File: config.mk
export PLATFORM = sky130hd
export DESIGN_NAME = dcsw_status
export DESIGN_NICKNAME = d
export VERILOG_FILES = /design/src/logic/dcsw_pkg.sv /design/src/logic/dcsw_status.sv
export SDC_FILE = /design/constraint.sdc
export NUM_CORES = 1
export LEC_CHECK = 0
export ABC_CLOCK_PERIOD_IN_PS = 1600
export BUFFER_PORTS_ARGS = -buffer_cell sky130_fd_sc_hd__buf_2
export CAP_MARGIN = 20
export CORE_MARGIN = 2
export CORE_UTILIZATION = 33
export DETAILED_ROUTE_END_ITERATION = 6
export GPL_ROUTABILITY_DRIVEN = 0
export MAX_ROUTING_LAYER = met4
export SLEW_MARGIN = 20
export SYNTH_ARGS = -nofsm -noshare
export SYNTH_HDL_FRONTEND = slang
export SYNTH_SLANG_ARGS = --single-unit
File: constraint.sdc
create_clock -name clk -period 1.6 [get_ports clk]
set_input_delay 0.48 -clock clk [delete_from_list [all_inputs] [get_ports clk]]
set_output_delay 0.48 -clock clk [all_outputs]
set_load 0.05 [all_outputs]
File: src/logic/dcsw_pkg.sv
package dcsw_pkg;
  // function codes of the input-to-accumulator operation
  localparam logic [2:0] FC_CLEAR = 3'h0;
  localparam logic [2:0] FC_COND = 3'h1;
  localparam logic [2:0] FC_FADDR = 3'h2;
  localparam logic [2:0] FC_WPTR = 3'h3;
  localparam logic [2:0] FC_CKW = 3'h4;
  localparam logic [2:0] FC_DCYL = 3'h5;
  // condition word bit positions
  localparam int B_ONCYL = 3;
  localparam int B_EOP = 4;
  localparam int B_ALARM = 5;
  localparam int B_MISCMP = 6;
  localparam int B_PROT = 7;
  localparam int B_CKWERR = 8;
  localparam int B_LOST = 9;
  localparam int B_ADDR = 10;
  localparam int B_CSEEK = 11;
  localparam int B_SDEN = 12;
  localparam int B_PAR = 13;
  localparam int B_PFLT = 14;
  localparam int B_DSEEK = 15;
  // drive cylinder word layout
  localparam int CYL_LSB = 7;
  localparam int CYL_W = 9;
  localparam logic [2:0] CYL_PAD = 3'h0;
  localparam logic [15:0] WORD_RESET = 16'h0000;
  // end-of-operation lag behind busy falling, 30 to 50 ns
  localparam int CLK_NS = 25;
  localparam int EOP_LAG_MIN_NS = 30;
  localparam int EOP_LAG_CYC = (EOP_LAG_MIN_NS + CLK_NS - 1) / CLK_NS;
  // answer lag: 400 ns after the read strobe
  localparam int REPLY_NS = 400;
  localparam int REPLY_CYC = (REPLY_NS + CLK_NS - 1) / CLK_NS;
endpackage : dcsw_pkg

File: src/logic/dcsw_status.sv
module dcsw_status #(
  parameter int UNITS = 4
) (
  // clock and reset
  input wire logic clk,
  input wire logic srst,
  // accumulator channel
  input wire logic aq_read,
  input wire logic [2:0] aq_func,
  input wire logic out_accept,
  output logic aq_reply,
  output logic aq_reject,
  output logic [15:0] aq_data,
  // controller state and events, same clock
  input wire logic busy,
  input wire logic op_done,
  input wire logic clear_ctl,
  input wire logic ev_miscmp,
  input wire logic ev_ckwerr,
  input wire logic ev_lost,
  input wire logic ev_addr,
  input wire logic ev_cseek,
  input wire logic ev_par,
  input wire logic ev_pflt,
  input wire logic [1:0] unit_sel,
  input wire logic [UNITS-1:0] unit_cmd,
  input wire logic [15:0] file_addr,
  input wire logic [15:0] memory_word_pointer,
  input wire logic [15:0] checkword,
  input wire logic [dcsw_pkg::CYL_W-1:0] disk_cyl,
  // drive pins
  input wire logic [UNITS-1:0] drv_ready,
  input wire logic [UNITS-1:0] drv_oncyl,
  input wire logic [UNITS-1:0] drv_protect,
  input wire logic [UNITS-1:0] drv_single,
  input wire logic [UNITS-1:0] drv_seek_done,
  input wire logic [UNITS-1:0] drv_seek_err,
  input wire logic [UNITS-1:0] drv_fault,
  // status outputs
  output logic alarm_irq_req,
  output logic [15:0] condition_word,
  output logic [15:0] drive_cylinder_word
);
  import dcsw_pkg::*;

  localparam int RW = $clog2(REPLY_CYC + 1);

  typedef enum logic [1:0] {
    DCSW_IDLE = 2'b00,
    DCSW_WAIT = 2'b01,
    DCSW_HOLD = 2'b11
  } dcsw_state_t;

  // pin synchronisers, two stages each; cleared in reset so that
  // no sticky flag latches an unknown pin level after reset
  logic [6*UNITS-1:0] pin_s1, pin_s2;
  always_ff @(posedge clk) begin
    if (srst) begin
      pin_s1 <= '0;
      pin_s2 <= '0;
    end else begin
      pin_s1 <= {drv_ready, drv_oncyl, drv_protect, drv_single,
                 drv_seek_done, drv_seek_err};
      pin_s2 <= pin_s1;
    end
  end
  wire [UNITS-1:0] s_ready = pin_s2[6*UNITS-1 -: UNITS];
  wire [UNITS-1:0] s_oncyl = pin_s2[5*UNITS-1 -: UNITS];
  wire [UNITS-1:0] s_prot = pin_s2[4*UNITS-1 -: UNITS];
  wire [UNITS-1:0] s_single = pin_s2[3*UNITS-1 -: UNITS];
  wire [UNITS-1:0] s_sdone = pin_s2[2*UNITS-1 -: UNITS];
  wire [UNITS-1:0] s_serr = pin_s2[UNITS-1:0];

  logic [UNITS-1:0] flt_s1, flt_s2;
  always_ff @(posedge clk) begin
    if (srst) begin
      flt_s1 <= '0;
      flt_s2 <= '0;
    end else begin
      flt_s1 <= drv_fault;
      flt_s2 <= flt_s1;
    end
  end

  // sticky flags
  logic eop, alarm, miscmp, ckwerr, lost, addr_err, cseek, par, pflt;
  logic busy_q, seek_q, deferred;
  logic [UNITS-1:0] sk_done, sk_err, sdone_q;
  logic [EOP_LAG_CYC-2:0] busy_fall_dly;

  // selected unit lines
  wire sel_ready = s_ready[unit_sel];
  wire sel_oncyl = s_oncyl[unit_sel];
  wire sel_serr = sk_err[unit_sel];
  wire dseek = sel_serr;
  wire busy_fall = busy_q & ~busy;
  wire [UNITS-1:0] sdone_rise = s_sdone & ~sdone_q;
  wire eop_set = busy_fall_dly[EOP_LAG_CYC-2] | (|sdone_rise) |
                 (op_done & ~busy);
  wire fault_any = |flt_s2;
  wire imm_alarm = (busy & ~sel_ready) | ev_cseek | ev_addr |
                   (dseek & ~seek_q) | fault_any;
  wire late_alarm = eop_set & (deferred | ev_ckwerr | ev_lost | ev_par |
                               ev_pflt);
  wire clr = out_accept;

  // busy edge delayed into the 30..50 ns window
  always_ff @(posedge clk) begin
    if (srst) begin
      busy_q <= 1'b0;
      busy_fall_dly <= '0;
      seek_q <= 1'b0;
      sdone_q <= '0;
    end else begin
      busy_q <= busy;
      // one tap less: the eop flag register already costs a cycle
      busy_fall_dly <= (EOP_LAG_CYC-1)'({busy_fall_dly, busy_fall});
      seek_q <= dseek;
      sdone_q <= s_sdone;
    end
  end

  // setting wins over the out_accept clear in the same cycle
  always_ff @(posedge clk) begin
    if (srst) begin
      eop <= 1'b0;
      alarm <= 1'b0;
      miscmp <= 1'b0;
      ckwerr <= 1'b0;
      lost <= 1'b0;
      addr_err <= 1'b0;
      cseek <= 1'b0;
      par <= 1'b0;
      pflt <= 1'b0;
      deferred <= 1'b0;
    end else begin
      eop <= eop_set | (eop & ~clr);
      alarm <= imm_alarm | late_alarm | (alarm & ~clr);
      miscmp <= ev_miscmp | (miscmp & ~clr);
      ckwerr <= ev_ckwerr | (ckwerr & ~clr);
      lost <= ev_lost | (lost & ~clr);
      addr_err <= ev_addr | (addr_err & ~clr);
      cseek <= ev_cseek | (cseek & ~clr);
      par <= ev_par | (par & ~clr);
      pflt <= ev_pflt | (pflt & ~clr);
      // a deferred cause waits here for end of operation
      deferred <= ~eop_set & (deferred | ev_ckwerr | ev_lost | ev_par |
                              ev_pflt);
    end
  end

  // per-unit seek results, visible without selection
  always_ff @(posedge clk) begin
    if (srst) begin
      sk_done <= '0;
      sk_err <= '0;
    end else begin
      sk_done <= (sk_done & ~unit_cmd) | (s_sdone & ~s_serr);
      // errors persist; clear only for the selected unit on clear
      sk_err <= s_serr | (sk_err &
                ~(clear_ctl ? (UNITS'(1) << unit_sel) : '0));
    end
  end

  // status word assembly; write protect of the selected unit is bit 7
  wire [15:0] cond_next = {dseek, pflt, par, s_single[unit_sel], cseek,
    addr_err, lost, ckwerr, s_prot[unit_sel], miscmp, alarm, eop,
    sel_oncyl & ~sel_serr, 3'h0};
  wire [15:0] dcyl_next = {disk_cyl, CYL_PAD,
                           4'(sk_done | sk_err)};

  // status selection by function code
  wire fc_legal = aq_func <= FC_DCYL;
  logic [15:0] sel_word;
  always_comb begin
    case (aq_func)
      FC_COND: sel_word = cond_next;
      FC_FADDR: sel_word = file_addr;
      FC_WPTR: sel_word = memory_word_pointer;
      FC_CKW: sel_word = checkword;
      FC_DCYL: sel_word = dcyl_next;
      default: sel_word = WORD_RESET;
    endcase
  end

  // channel handshake: answer after the lag, drop with the strobe
  dcsw_state_t st, next_st;
  logic [RW-1:0] cnt;
  logic rd_s1, rd_s2;
  always_ff @(posedge clk) begin
    if (srst) begin
      rd_s1 <= 1'b0;
      rd_s2 <= 1'b0;
    end else begin
      rd_s1 <= aq_read;
      rd_s2 <= rd_s1;
    end
  end
  always_comb begin
    case (st)
      DCSW_IDLE: next_st = rd_s2 ? DCSW_WAIT : DCSW_IDLE;
      DCSW_WAIT: next_st = !rd_s2 ? DCSW_IDLE :
        (cnt == RW'(REPLY_CYC - 1)) ? DCSW_HOLD : DCSW_WAIT;
      DCSW_HOLD: next_st = rd_s2 ? DCSW_HOLD : DCSW_IDLE;
      default: next_st = DCSW_IDLE;
    endcase
  end

  always_ff @(posedge clk) begin
    if (srst) begin
      st <= DCSW_IDLE;
      cnt <= '0;
      aq_reply <= 1'b0;
      aq_reject <= 1'b0;
      aq_data <= WORD_RESET;
      condition_word <= WORD_RESET;
      drive_cylinder_word <= WORD_RESET;
      alarm_irq_req <= 1'b0;
    end else begin
      st <= next_st;
      cnt <= (st == DCSW_WAIT) ? cnt + RW'(1) : '0;
      aq_reply <= (next_st == DCSW_HOLD) & fc_legal;
      aq_reject <= (next_st == DCSW_HOLD) & ~fc_legal;
      aq_data <= ((next_st == DCSW_HOLD) & fc_legal) ? sel_word
                                                     : WORD_RESET;
      condition_word <= cond_next;
      drive_cylinder_word <= dcyl_next;
      alarm_irq_req <= alarm;
    end
  end

  // checks
  a_clear_flags: assert property (@(posedge clk) disable iff (srst)
    out_accept && !ev_miscmp |=> !miscmp)
    else $error("miscompare not cleared by output");
  a_eop_lag: assert property (@(posedge clk) disable iff (srst)
    busy_fall |-> ##[1:2] eop)
    else $error("end of operation late after busy fell");
  a_alarm_now: assert property (@(posedge clk) disable iff (srst)
    ev_cseek |=> alarm && cseek)
    else $error("alarm not immediate");
  a_miscmp_set: assert property (@(posedge clk) disable iff (srst)
    ev_miscmp |=> miscmp)
    else $error("miscompare not set");
  a_ckw_set: assert property (@(posedge clk) disable iff (srst)
    ev_ckwerr |=> ckwerr)
    else $error("checkword error not set");
  a_lost_set: assert property (@(posedge clk) disable iff (srst)
    ev_lost |=> lost)
    else $error("lost data not set");
  a_par_set: assert property (@(posedge clk) disable iff (srst)
    ev_par |=> par)
    else $error("parity flag not set");
  a_pflt_set: assert property (@(posedge clk) disable iff (srst)
    ev_pflt |=> pflt)
    else $error("protect fault not set");
  a_cyl_pad: assert property (@(posedge clk) disable iff (srst)
    drive_cylinder_word[6:4] == 3'h0)
    else $error("drive cylinder pad not zero");
  a_prot_bit: assert property (@(posedge clk) disable iff (srst)
    condition_word[B_PROT] == $past(s_prot[unit_sel]))
    else $error("protected bit wrong");
  // selected-unit status bits and fault path
  a_oncyl_bit: assert property (@(posedge clk) disable iff (srst)
    condition_word[B_ONCYL] == $past(sel_oncyl & ~sel_serr))
    else $error("on-cylinder bit wrong");
  a_sden_bit: assert property (@(posedge clk) disable iff (srst)
    condition_word[B_SDEN] == $past(s_single[unit_sel]))
    else $error("single-density bit wrong");
  a_fault_alarm: assert property (@(posedge clk) disable iff (srst)
    fault_any |=> alarm)
    else $error("drive fault did not raise alarm");
  a_alarm_clear: assert property (@(posedge clk) disable iff (srst)
    out_accept && !imm_alarm && !late_alarm |=> !alarm)
    else $error("alarm not cleared by output");
  a_seek_clear: assert property (@(posedge clk) disable iff (srst)
    unit_cmd[0] && !s_sdone[0] |=> !sk_done[0])
    else $error("seek complete not cleared by command");
  a_dcyl_seek: assert property (@(posedge clk) disable iff (srst)
    drive_cylinder_word[3:0] == $past(4'(sk_done | sk_err)))
    else $error("unit seek bits wrong");
  a_reject_zero: assert property (@(posedge clk) disable iff (srst)
    aq_reject |-> aq_data == WORD_RESET)
    else $error("refused read returned data");
endmodule : dcsw_status

# Word level (Yosys, flattened, before mapping)

Index checks and enable logic that the tools add are counted.

Bits in registers: 141
Input port bits: 108
Output and inout port bits: 51
Word-level logic and storage cells: 125

$add $sub $neg: 1
Magnitude comparators: 2
Equal/unequal tests: 9
Shift operators: 1
Muxes and demuxes: 17
Bitwise logic cells: 58
Reductions and logical operators: 5

Operators with widths:

| operator                                                                     | count |
|---|---|
| 16-bit case mux with 5 select lines                                          | 1 |
| 1-bit OR                                                                     | 20 |
| 1-bit bitwise AND                                                            | 18 |
| 4-bit bitwise AND                                                            | 4 |
| 4-bit NOT                                                                    | 4 |
| 4-bit OR                                                                     | 3 |
| 1-bit binary-select mux with 2-bit select                                    | 5 |
| 1-bit NOT                                                                    | 9 |
| 4-bit OR reduction                                                           | 2 |
| 3-bit by 2-bit equality test with 1-bit output, second input constant        | 2 |
| 3-bit equality test, second input constant                                   | 2 |
| 1-bit two-way mux                                                            | 6 |
| 2-bit two-way mux                                                            | 3 |
| 2-bit case mux with 3 select lines                                           | 1 |
| 5-bit by 1-bit adder with 5-bit output, second input constant                | 1 |
| 5-bit by 4-bit equality test with 1-bit output, second input constant        | 1 |
| 2-bit equality test, second input constant                                   | 2 |
| 4-bit two-way mux                                                            | 1 |
| 2-bit OR reduction                                                           | 2 |
| 1-bit by 2-bit << shifter with 4-bit output, first input constant            | 1 |
| 3-bit by 1-bit equality test with 1-bit output, second input constant        | 1 |
| 3-bit less-or-equal comparator, second input constant                        | 1 |
| 2-bit by 3-bit less-than comparator with 1-bit output, second input constant | 1 |
| 2-bit by 1-bit equality test with 1-bit output, second input constant        | 1 |
| 2-bit logical NOT                                                            | 1 |

# Longest topological paths before layout

Gate-level depths: netlist of run 1.

Depth in word-level cells: 10
Mapped depth: 8

# Worst setup path after synthesis of run 1

OpenSTA, ideal clock, no wires.

Kind: register -> register
Start point: reg cnt[0]
End point: reg aq_data[13]
Setup time: 0.122 ns
Data arrival time: 1.428 ns
Path slack: 0.050 ns
Stages on the path, launching flop included: 9
Path buffers: 1
Cells stage by stage: dfxtp_1 ha_1 and3_1 ha_1 nor2_1 nor3_1 o21ai_2 buf_2 nor2_1

Cells in the longest elaborated chain, start to end: 8

Ends and longest elaborated chain:

| element                                        | RTL line           | RTL |
|---|---|---|
| from (decl)                                    | dcsw_status.sv:188 | `logic [RW-1:0] cnt;` |
| from (signal assigned)                         | dcsw_status.sv:221 | `cnt <= (st == DCSW_WAIT) ? cnt + RW'(1) : '0;` |
| 5-bit by 4-bit equality test with 1-bit output | dcsw_status.sv:203 | `(cnt == RW'(REPLY_CYC - 1)) ? DCSW_HOLD : DCSW_WAIT;` |
| 2-bit two-way mux                              | dcsw_status.sv:203 |  |
| 2-bit two-way mux                              | dcsw_status.sv:202 | `DCSW_WAIT: next_st = !rd_s2 ? DCSW_IDLE :` |
| 2-bit case mux with 3 select lines             | dcsw_status.sv:200 | `case (st)` |
| 2-bit equality test                            | dcsw_status.sv:224 | `aq_data <= ((next_st == DCSW_HOLD) & fc_legal) ? sel_word` |
| 1-bit bitwise AND                              | dcsw_status.sv:224 |  |
| 1-bit NOT (no source line)                     | -                  |  |
| 2-bit OR reduction (no source line)            | -                  |  |
| to (signal assigned)                           | dcsw_status.sv:224 |  |
| to (decl)                                      | dcsw_status.sv:13  | `output logic [15:0] aq_data,` |

Every way passes these cells.
A chain may end at the register's enable or synchronous reset.

# Worst setup path after layout of run 1

Start point: reg cnt[0]
End point: reg aq_data[6]

The elaborated chain is that of the path after synthesis.

==> results.py, run 1 <==
metrics = {
    "sta": {
        "finalHoldViolations": 0,
        "worst_slack_ns": 0.0530,
        "timing.fmax_mhz": 646,
        "fin_skew_ns": 0.0108,
        "setup_violations": 0,
        "drv_slew": 0,
        "max-slew-margin-rel_pct": 54.6,
        "fin_crit_ns": 1.55,
        "finalSetupTns_ns": 0,
        "min_period_over_period_pct": 96.7,
        "worst_pin_slew_ns": 0.681,
    },
    "placement": {
        "dp_hpwl_um": 8550,
        "pre_cts_slack_ns": -0.222,
        "io_buffer_count": 152,
        "dp.cells": 757,
    },
    "floorplanning": {
        "core_area_mm2": 0.0133,
        "initial_core_util_pct": 34.2,
        "fp.dieH_um": 122,
        "rows": 42,
        "die_w_um": 122,
        "dieArea_mm2": 0.0148,
        "num_io_pins": 159,
    },
    "power_and_ir_drop": {
        "ir_worst_vdd_uv": 793,
        "switchingPower_uw": 1910,
        "seq_power_share_pct": 44.0,
        "internal-power_uw": 6050,
        "p_comb_share_pct": 9.0,
        "leakage_uw": 0.00279,
        "netSwitchingFraction_pct": 24.0,
        "power_frac_clock_pct": 47.0,
        "power.density_mw_per_mm2": 1270,
    },
    "setup_path": {
        "reg2reg_depth": 8,
        "required_ns": 1.94,
        "path_max_fanout": 8,
        "crit_top_cell": "ha_4",
        "cpMaxStageDelayCell": "dfxtp_2",
        "path_class": "reg2reg",
        "arrival_ns": 1.88,
        "path_cells": "ha_4 > and3_4 > ha_4 > nor2_2 > nor3_2 > buf_4 > o21ai_4 > a21oi_1",
        "crit_path_end_kind": "flip-flop",
        "cp-start-kind": "flip-flop",
        "slowest_delay_ns": 0.35,
    },
    "global_routing": {
        "grt_pass1_wl_um": 17400,
        "grt_max_degree": 71,
        "antenna_found_initial": 1,
        "grt_overflow_total": 0,
        "grt_usage_pct": 16.1,
        "grt_pass1_vias": 3545,
    },
    "min_path": {
        "hold_class": "in2reg",
        "hold_path_depth": 2,
    },
    "cts": {
        "clkSinkCount": 133,
        "htree_num_levels": 4,
        "root_buffer": "clkbuf_16",
        "ctsLongestPathBuffers": 2,
        "clkTransAtPathRegs_ns": 0.06,
        "cts_buffers": 17,
        "insertion_delay_ns": 0.40,
        "cts_tree": "done",
    },
    "routing": {
        "drc": 0,
        "wl_um": 11400,
        "via_per_inst": 4.41,
        "wl_per_cell_um": 14.3,
        "dr.pass1.iters": 4,
        "antenna_left": 0,
        "dr.first_iter.drc_count": 173,
        "vias": 3494,
    },
    "finish": {
        "seq_area_mm2": 0.00267,
        "fillers": 1279,
        "final_cell_count_no_fill": 793,
        "layout.nets": 715,
        "area_delta_synth_final_pct": 37.1,
        "drive_gt1_share_pct": 38.3,
        "multi_input_area_mm2": 0.00182,
    },
    "yosys": {
        "synthArstFlopShare_pct": 0,
        "yosysMostFrequentCell": "dfxtp_1",
        "synth_seq_cells": 133,
        "synth_commonest_cells": "133 x dfxtp_1, 88 x nor2b_1, 46 x nor2_1",
        "avgSynthCellArea_um2": 10.6,
        "yosys-top-cells-area": "dfxtp_1 58%, nor2b_1 12%, a21oi_1 4.3%",
        "synth_top_area_share_pct": 58.3,
        "yosysTopAreaCell": "dfxtp_1",
        "synth_seq_area_share_pct": 58.3,
        "yosys_warnings": 0,
        "synth_edf_count": 0,
        "synth_ff_type": "dfxtp_1",
        "synth_cells": 432,
        "ys_types": 45,
        "synth_area_mm2": 0.00456,
    },
    "run_status": {
        "status": "complete, no violations",
    },
    "flow_run": {
        "drv_cap": 0,
    },
}
## cell usage in the layout (no fill, tap or decap), types with 4 or more instances in the layout
master	n
buf_4	26
nand2b_1	11
nor2b_1	88
clkbuf_16	17
inv_1	5
conb_1	6
a22oi_1	11
inv_6	4
nor2_1	45
buf_2	151
a21oi_2	7
dfxtp_1	131
mux2i_1	12
nand3b_1	5
a21oi_1	33
## worst max-delay path, delay by kind of cell, from the launching register on
| kind | cells | cell delay (ns) |
|---|---|---|
| AND/OR/NAND/NOR | 3 | 0.45 |
| AO/OA/AOI/OAI | 2 | 0.26 |
| flip-flops | 1 | 0.35 |
| buffers and inverters | 1 | 0.15 |
| adder cells (fa/ha/maj) | 2 | 0.26 |
## cell families (layout without fill, tap and decap cells)
family	count (synthesis)	after routing	share of synthesized area (%)
other	1	7	0.0822
adder cells (fa/ha/maj)	3	3	0.823
flip-flops	133	133	58.3
XOR/XNOR	2	2	0.384
multiplexers	19	19	5.84
AND/OR/NAND/NOR	174	174	21.9
AO/OA/AOI/OAI	64	65	8.53
buffers and inverters	36	214	4.06
## power groups by stage
stage / Sequential, µW / Combinational, µW / Clock, µW
2_1_floorplan: 3660 / 341 / 0
3_3_place_gp: 3570 / 704 / 0
3_5_place_dp: 3570 / 712 / 0
4_1_cts: 3500 / 722 / 3820
5_1_grt: 3510 / 781 / 3980
6_report: 3500 / 718 / 3740
## sequential cells by signal (all words and copies together), names as in the netlist, 2 cells and up
name / cells
flt_s2: 4
sk_done: 4
sdone_q: 4
sk_err: 4
aq_data: 16
pin_s1: 24
pin_s2: 24
st: 2
condition_word: 12
cnt: 5
flt_s1: 4
drive_cylinder_word: 13
## path summary, 6_finish.rpt
check | startpoint | to | slack [ns]
min | drv_fault[1] | flt_s1[1]$_SDFF_PP0_ | 0.28
max reg2reg | cnt[0]$_SDFF_PP0_ | aq_data[6]$_SDFF_PP0_ | 0.05
min reg2reg | pin_s1[14]$_SDFF_PP0_ | pin_s2[14]$_SDFF_PP0_ | 0.44
max | cnt[0]$_SDFF_PP0_ | aq_data[6]$_SDFF_PP0_ | 0.05
## cell type report
type	instances	share of cell area [%]
flip-flops and latches	133	42.6
clock buffers	17	6.80
clock inverters	14	2.40
inverters	6	0.360
diodes	1	0.0400
multi-input cells	269	29.1
well taps	176	3.52
repair buffers	177	15.2
## per-stage QoR
stage / power (µW) / area (µm²) / utilization [%] / hold slack [ns]
2_1_floorplan: 4000 / 4580 / - / 0.414
3_3_place_gp: 4270 / 5570 / 41.7 / 0.421
3_5_place_dp: 4280 / 5570 / 41.7 / 0.426
4_1_cts: 8040 / 6190 / 46.4 / 0.269
5_1_grt: 8260 / 6250 / 46.9 / 0.276
6_report: 7950 / 6250 / 46.9 / 0.283
## routing by layer
layer | GRT usage, % | part of all wire [%] | vias to the layer above
met5 | - | 0 | -
met4 | 7.76 | 2.9 | 0
met3 | 5.71 | 8.3 | 18
met2 | 27.3 | 48 | 143
met1 | 16.6 | 40 | 1561
li1 | - | - | 1772
## what timing repair did
action                                 CTS  global route
resized for setup                        4            13
setup buffers                            2             1
hold buffers                             0             0
endpoints found under the hold margin    0             0
cloned                                   1             0
pin swaps                                1             5
setup endpoints to repair               16            16
No activity file was read; power rests on OpenSTA's default activity.
==> run 2: changes to the inputs <==
--- a/config.mk
+++ b/config.mk
@@ -8,10 +8,10 @@
 export ABC_CLOCK_PERIOD_IN_PS = 1600
 export BUFFER_PORTS_ARGS = -buffer_cell sky130_fd_sc_hd__buf_2
 export CAP_MARGIN = 20
+export CORE_ASPECT_RATIO = 0.9
 export CORE_MARGIN = 2
 export CORE_UTILIZATION = 33
 export DETAILED_ROUTE_END_ITERATION = 6
-export GPL_ROUTABILITY_DRIVEN = 0
 export MAX_ROUTING_LAYER = met4
 export SLEW_MARGIN = 20
 export SYNTH_ARGS = -nofsm -noshare
==> results.py, run 2 (same netlist as run 1, synthesis figures left out) <==
metrics = {
    "power_and_ir_drop": {
        "power.density_mw_per_mm2": 1320,
        "netSwitchingFraction_pct": 22.8,
        "internal-power_uw": 6450,
        "ir_worst_vdd_uv": 913,
        "switchingPower_uw": 1910,
        "power_frac_clock_pct": 49.6,
        "leakage_uw": 0.00282,
        "seq_power_share_pct": 41.8,
        "p_comb_share_pct": 8.6,
    },
    "finish": {
        "layout.nets": 712,
        "layout_common_cells": "151 x buf_2, 131 x dfxtp_1, 88 x nor2b_1",
        "area_delta_synth_final_pct": 38.3,
        "drive_gt1_share_pct": 37.8,
        "fillers": 1291,
        "reg_top3": "pin_s1 x24, pin_s2 x24, aq_data x16",
        "seq_area_mm2": 0.00267,
        "final_cell_count_no_fill": 782,
        "layout_commonest_cell": "buf_2",
        "multi_input_area_mm2": 0.00182,
        "antenna_cells": 0,
    },
    "setup_path": {
        "crit_top_cell": "ha_4",
        "path_max_fanout": 8,
        "crit_path_end_kind": "flip-flop",
        "required_ns": 1.94,
        "cp-start-kind": "flip-flop",
        "arrival_ns": 1.97,
        "slowest_delay_ns": 0.37,
        "path_cells": "ha_4 > and3_4 > ha_4 > nor2_2 > nor3_4 > o21ai_4 > a21oi_2",
        "cp.buffers_inverters": 0,
        "path_class": "reg2reg",
        "cpMaxStageDelayCell": "dfxtp_2",
        "crit_family": "simple AND/OR/NAND/NOR gates",
    },
    "routing": {
        "wl_um": 11500,
        "dr.first_iter.drc_count": 135,
        "antenna_left": 0,
        "via_per_inst": 4.50,
        "dr.pass1.iters": 4,
        "wl_per_cell_um": 14.7,
        "drc": 0,
        "vias": 3519,
    },
    "cts": {
        "htree_num_levels": 4,
        "cts_tree": "done",
        "ctsLongestPathBuffers": 2,
        "clkSinkCount": 133,
        "root_buffer": "clkbuf_16",
        "clkTransAtPathRegs_ns": 0.06,
        "cts_buffers": 17,
        "insertion_delay_ns": 0.41,
    },
    "global_routing": {
        "antenna_found_initial": 0,
        "grt_pass1_wl_um": 17300,
        "grt_pass1_vias": 3438,
        "grt_usage_pct": 16.1,
        "grt_overflow_total": 0,
        "grt_max_degree": 109,
    },
    "placement": {
        "dp_hpwl_um": 8160,
        "dp.cells": 746,
        "pre_cts_slack_ns": -0.237,
        "io_buffer_count": 152,
        "globalplace.congestion": 0.849,
    },
    "floorplanning": {
        "num_io_pins": 159,
        "initial_core_util_pct": 34.0,
        "fp.dieH_um": 116,
        "rows": 40,
        "core_area_mm2": 0.0134,
        "die_w_um": 128,
        "dieArea_mm2": 0.0148,
    },
    "sta": {
        "fin_skew_ns": 0.00640,
        "worst_slack_ns": -0.0307,
        "finalHoldViolations": 0,
        "timing.fmax_mhz": 613,
        "setup_violations": 3,
        "fin_crit_ns": 1.63,
        "min_period_over_period_pct": 102,
        "drv_slew": 0,
        "finalSetupTns_ns": -0.0502,
        "grt_setup_unrepaired": "yes",
    },
    "min_path": {
        "hold_class": "in2reg",
    },
    "run_status": {
        "violations": "setup timing",
        "status": "finished with violations",
    },
    "flow_run": {
        "drv_cap": 0,
    },
}
[run 2: cell types whose count changed in the layout (fill, tap and decap cells not counted), sizes merged]
| cell | before | now |
|---|---|---|
| clkbuf | 17 | 21 |
| buf | 177 | 174 |
| inv | 9 | 6 |
| bufinv | 2 | 4 |
| clkinv | 6 | 4 |
| diode | 1 | 0 |
[run 2: path summary, 6_finish.rpt]
path                                           start               endpoint  slack [ns]  cells after the start
worst max-delay path               cnt[0]$_SDFF_PP0_  aq_data[8]$_SDFF_PP0_       -0.03                      7
worst min-delay path                   drv_single[1]   pin_s1[9]$_SDFF_PP0_        0.27                      2
worst max register to register     cnt[0]$_SDFF_PP0_  aq_data[8]$_SDFF_PP0_       -0.03                      7
worst min register to register  pin_s1[6]$_SDFF_PP0_   pin_s2[6]$_SDFF_PP0_        0.44                      1
[run 2: final cells by class]
| class | count | share of cell area [%] |
|---|---|---|
| Inverter | 6 | 0.357 |
| Timing Repair Buffer | 174 | 15.1 |
| Sequential cell | 133 | 42.3 |
| Tap cell | 168 | 3.33 |
| Multi-Input combinational cell | 269 | 28.9 |
| Clock buffer | 21 | 7.30 |
| Clock inverter | 11 | 2.76 |
[run 2: per-layer routing]
| layer | wire length, µm | global-route usage, % |
|---|---|---|
| met2 | 5510 | 27.5 |
| met1 | 4890 | 17.6 |
| met4 | 226 | 6.59 |
| met3 | 869 | 5.22 |
| met5 | 0 | - |
[run 2: worst reg2reg max path: cells and delay by family, from the launching register on]
kind	cells	cell delay (ns)
compound gates	2	0.36
fa+ha+maj	2	0.27
flops	1	0.37
simple gates	3	0.55
[run 2: what timing repair did]
action,CTS,global route
hold buffers,0,0
cloned,1,0
pin swaps,2,8
endpoints found under the setup margin,16,16
gates resized for setup,9,10
setup buffers,1,2
[run 2: stage by stage]
| stage | instance area, µm² | utilization [%] | hold slack, ns | power (µW) |
|---|---|---|---|---|
| CTS | 6260 | 46.6 | 0.260 | 8430 |
| global route | 6310 | 47.1 | 0.259 | 8640 |
| detailed placement | 5560 | 41.5 | 0.426 | 4280 |
| floorplan | 4580 | - | 0.414 | 4000 |
| finish | 6310 | 47.1 | 0.274 | 8350 |
| global placement | 5560 | 41.5 | 0.425 | 4270 |
[run 2: power groups by stage]
stage,Combinational (µW),Sequential [µW],Clock [µW]
5_1_grt,781,3500,4360
6_report,721,3490,4140
2_1_floorplan,341,3660,0
3_5_place_dp,712,3570,0
3_3_place_gp,704,3560,0
4_1_cts,724,3500,4210
==> run 3: changes to the inputs <==
--- a/config.mk
+++ b/config.mk
@@ -10,9 +10,10 @@
 export CAP_MARGIN = 20
 export CORE_ASPECT_RATIO = 0.9
 export CORE_MARGIN = 2
-export CORE_UTILIZATION = 33
+export CORE_UTILIZATION = 42
 export DETAILED_ROUTE_END_ITERATION = 6
 export MAX_ROUTING_LAYER = met4
+export PLACE_DENSITY = 0.72
 export SLEW_MARGIN = 20
 export SYNTH_ARGS = -nofsm -noshare
 export SYNTH_HDL_FRONTEND = slang
==> results.py, run 3 (same netlist as run 1, synthesis figures left out) <==
metrics = {
    "sta": {
        "setup_violations": 0,
        "fin_crit_ns": 1.55,
        "finalSetupTns_ns": 0,
        "worst_slack_ns": 0.0474,
        "finalHoldViolations": 0,
        "max-slew-margin-rel_pct": 64.9,
        "timing.fmax_mhz": 644,
        "min_period_over_period_pct": 97.0,
        "drv_slew": 0,
        "fin_skew_ns": 0.0156,
        "worst_pin_slew_ns": 0.524,
    },
    "routing": {
        "wl_um": 10500,
        "drc": 0,
        "wl_per_cell_um": 14.0,
        "antenna_left": 0,
        "dr.pass1.iters": 4,
        "vias": 3521,
        "dr.first_iter.drc_count": 239,
        "via_per_inst": 4.72,
    },
    "min_path": {
        "hold_class": "in2reg",
    },
    "setup_path": {
        "cp-start-kind": "flip-flop",
        "crit_path_end_kind": "flip-flop",
        "required_ns": 1.93,
        "path_max_fanout": 8,
        "arrival_ns": 1.89,
        "path_class": "reg2reg",
    },
    "floorplanning": {
        "core_area_mm2": 0.0107,
        "rows": 36,
        "num_io_pins": 159,
        "initial_core_util_pct": 42.6,
        "dieArea_mm2": 0.0117,
        "fp.dieH_um": 103,
        "die_w_um": 114,
    },
    "cts": {
        "cts_buffers": 17,
        "htree_num_levels": 4,
        "cts_tree": "done",
        "holdBufCountCts": 0,
        "ctsLongestPathBuffers": 2,
        "clkTransAtPathRegs_ns": 0.06,
        "insertion_delay_ns": 0.41,
        "root_buffer": "clkbuf_16",
        "clkSinkCount": 133,
    },
    "global_routing": {
        "grt_max_degree": 109,
        "grt_overflow_total": 0,
        "antenna_found_initial": 0,
        "grt_usage_pct": 18.6,
        "grt_pass1_wl_um": 15900,
        "grt_pass1_vias": 3346,
    },
    "finish": {
        "antenna_cells": 0,
        "layout_common_cells": "151 x buf_2, 131 x dfxtp_1, 88 x nor2b_1",
        "area_delta_synth_final_pct": 36.1,
        "drive_gt1_share_pct": 37.4,
        "fin_util_pct": 57.9,
        "postLayoutCellArea_mm2": 0.00621,
        "layout.nets": 713,
        "reg_top3": "pin_s1 x24, pin_s2 x24, aq_data x16",
        "layout_commonest_cell": "buf_2",
    },
    "power_and_ir_drop": {
        "power.density_mw_per_mm2": 1290,
        "fin_total_pwr_uw": 8040,
        "leakage_uw": 0.00281,
        "ir_worst_vdd_uv": 841,
    },
    "placement": {
        "postPlaceCellArea_mm2": 0.00551,
        "globalplace.congestion": 0.890,
        "pre_cts_slack_ns": -0.243,
        "io_buffer_count": 152,
        "dp_hpwl_um": 7630,
    },
    "flow_run": {
        "drv_cap": 0,
    },
    "run_status": {
        "status": "complete, no violations",
    },
}
[run 3: metal layers]
metal  vias to the layer above  part of all wire [%]  track usage, %
met5                         -                     0               -
met4                         0                   1.3            7.88
met3                        15                   7.2            5.76
met2                       137                    49            31.2
met1                      1599                    43            20.9
li1                       1770                     -               -
[run 3: where the power goes]
group          internal [µW]  switching (µW)
combinational            303             410
clock                   2510            1320
sequential              3450            47.9
[run 3: path summary, 6_finish.rpt]
path / slack [ns] / to / depth (start not counted) / startpoint
max: 0.05 / aq_data[12]$_SDFF_PP0_ / 7 / cnt[1]$_SDFF_PP0_
min: 0.27 / rd_s1$_SDFF_PP0_ / 2 / aq_read
max reg2reg: 0.05 / aq_data[12]$_SDFF_PP0_ / 7 / cnt[1]$_SDFF_PP0_
min reg2reg: 0.43 / flt_s2[0]$_SDFF_PP0_ / 1 / flt_s1[0]$_SDFF_PP0_
[run 3: timing repair]
action | 4_1_cts | 5_1_grt
buffers inserted | 0 | 3
resized for setup | 4 | 14
cloned | 1 | 0
pin swaps | 1 | 2
endpoints found under the setup margin | 16 | 14
[run 3: cell type report]
class                   instances  area, µm²
well taps                     133        166
repair buffers                175        948
clock inverters                 8        125
clock buffers                  22        464
flip-flops and latches        133       2670
multi-input cells             269       1820
inverters                       6       22.5
fillers                       930       4510
[run 3: worst max-delay path, stage by stage, from the launching register on]
cell     delay [ns]
dfxtp_2        0.35
ha_4           0.13
and3_4         0.18
ha_4           0.12
nor2_2         0.05
nor3_4         0.32
o21ai_4        0.17
a21oi_2        0.15
[run 3: stage by stage]
step | hold slack, ns | instances
2_1_floorplan | 0.414 | 437
3_3_place_gp | 0.419 | 712
3_5_place_dp | 0.421 | 712
4_1_cts | 0.267 | 743
5_1_grt | 0.272 | 746
6_report | 0.274 | 746
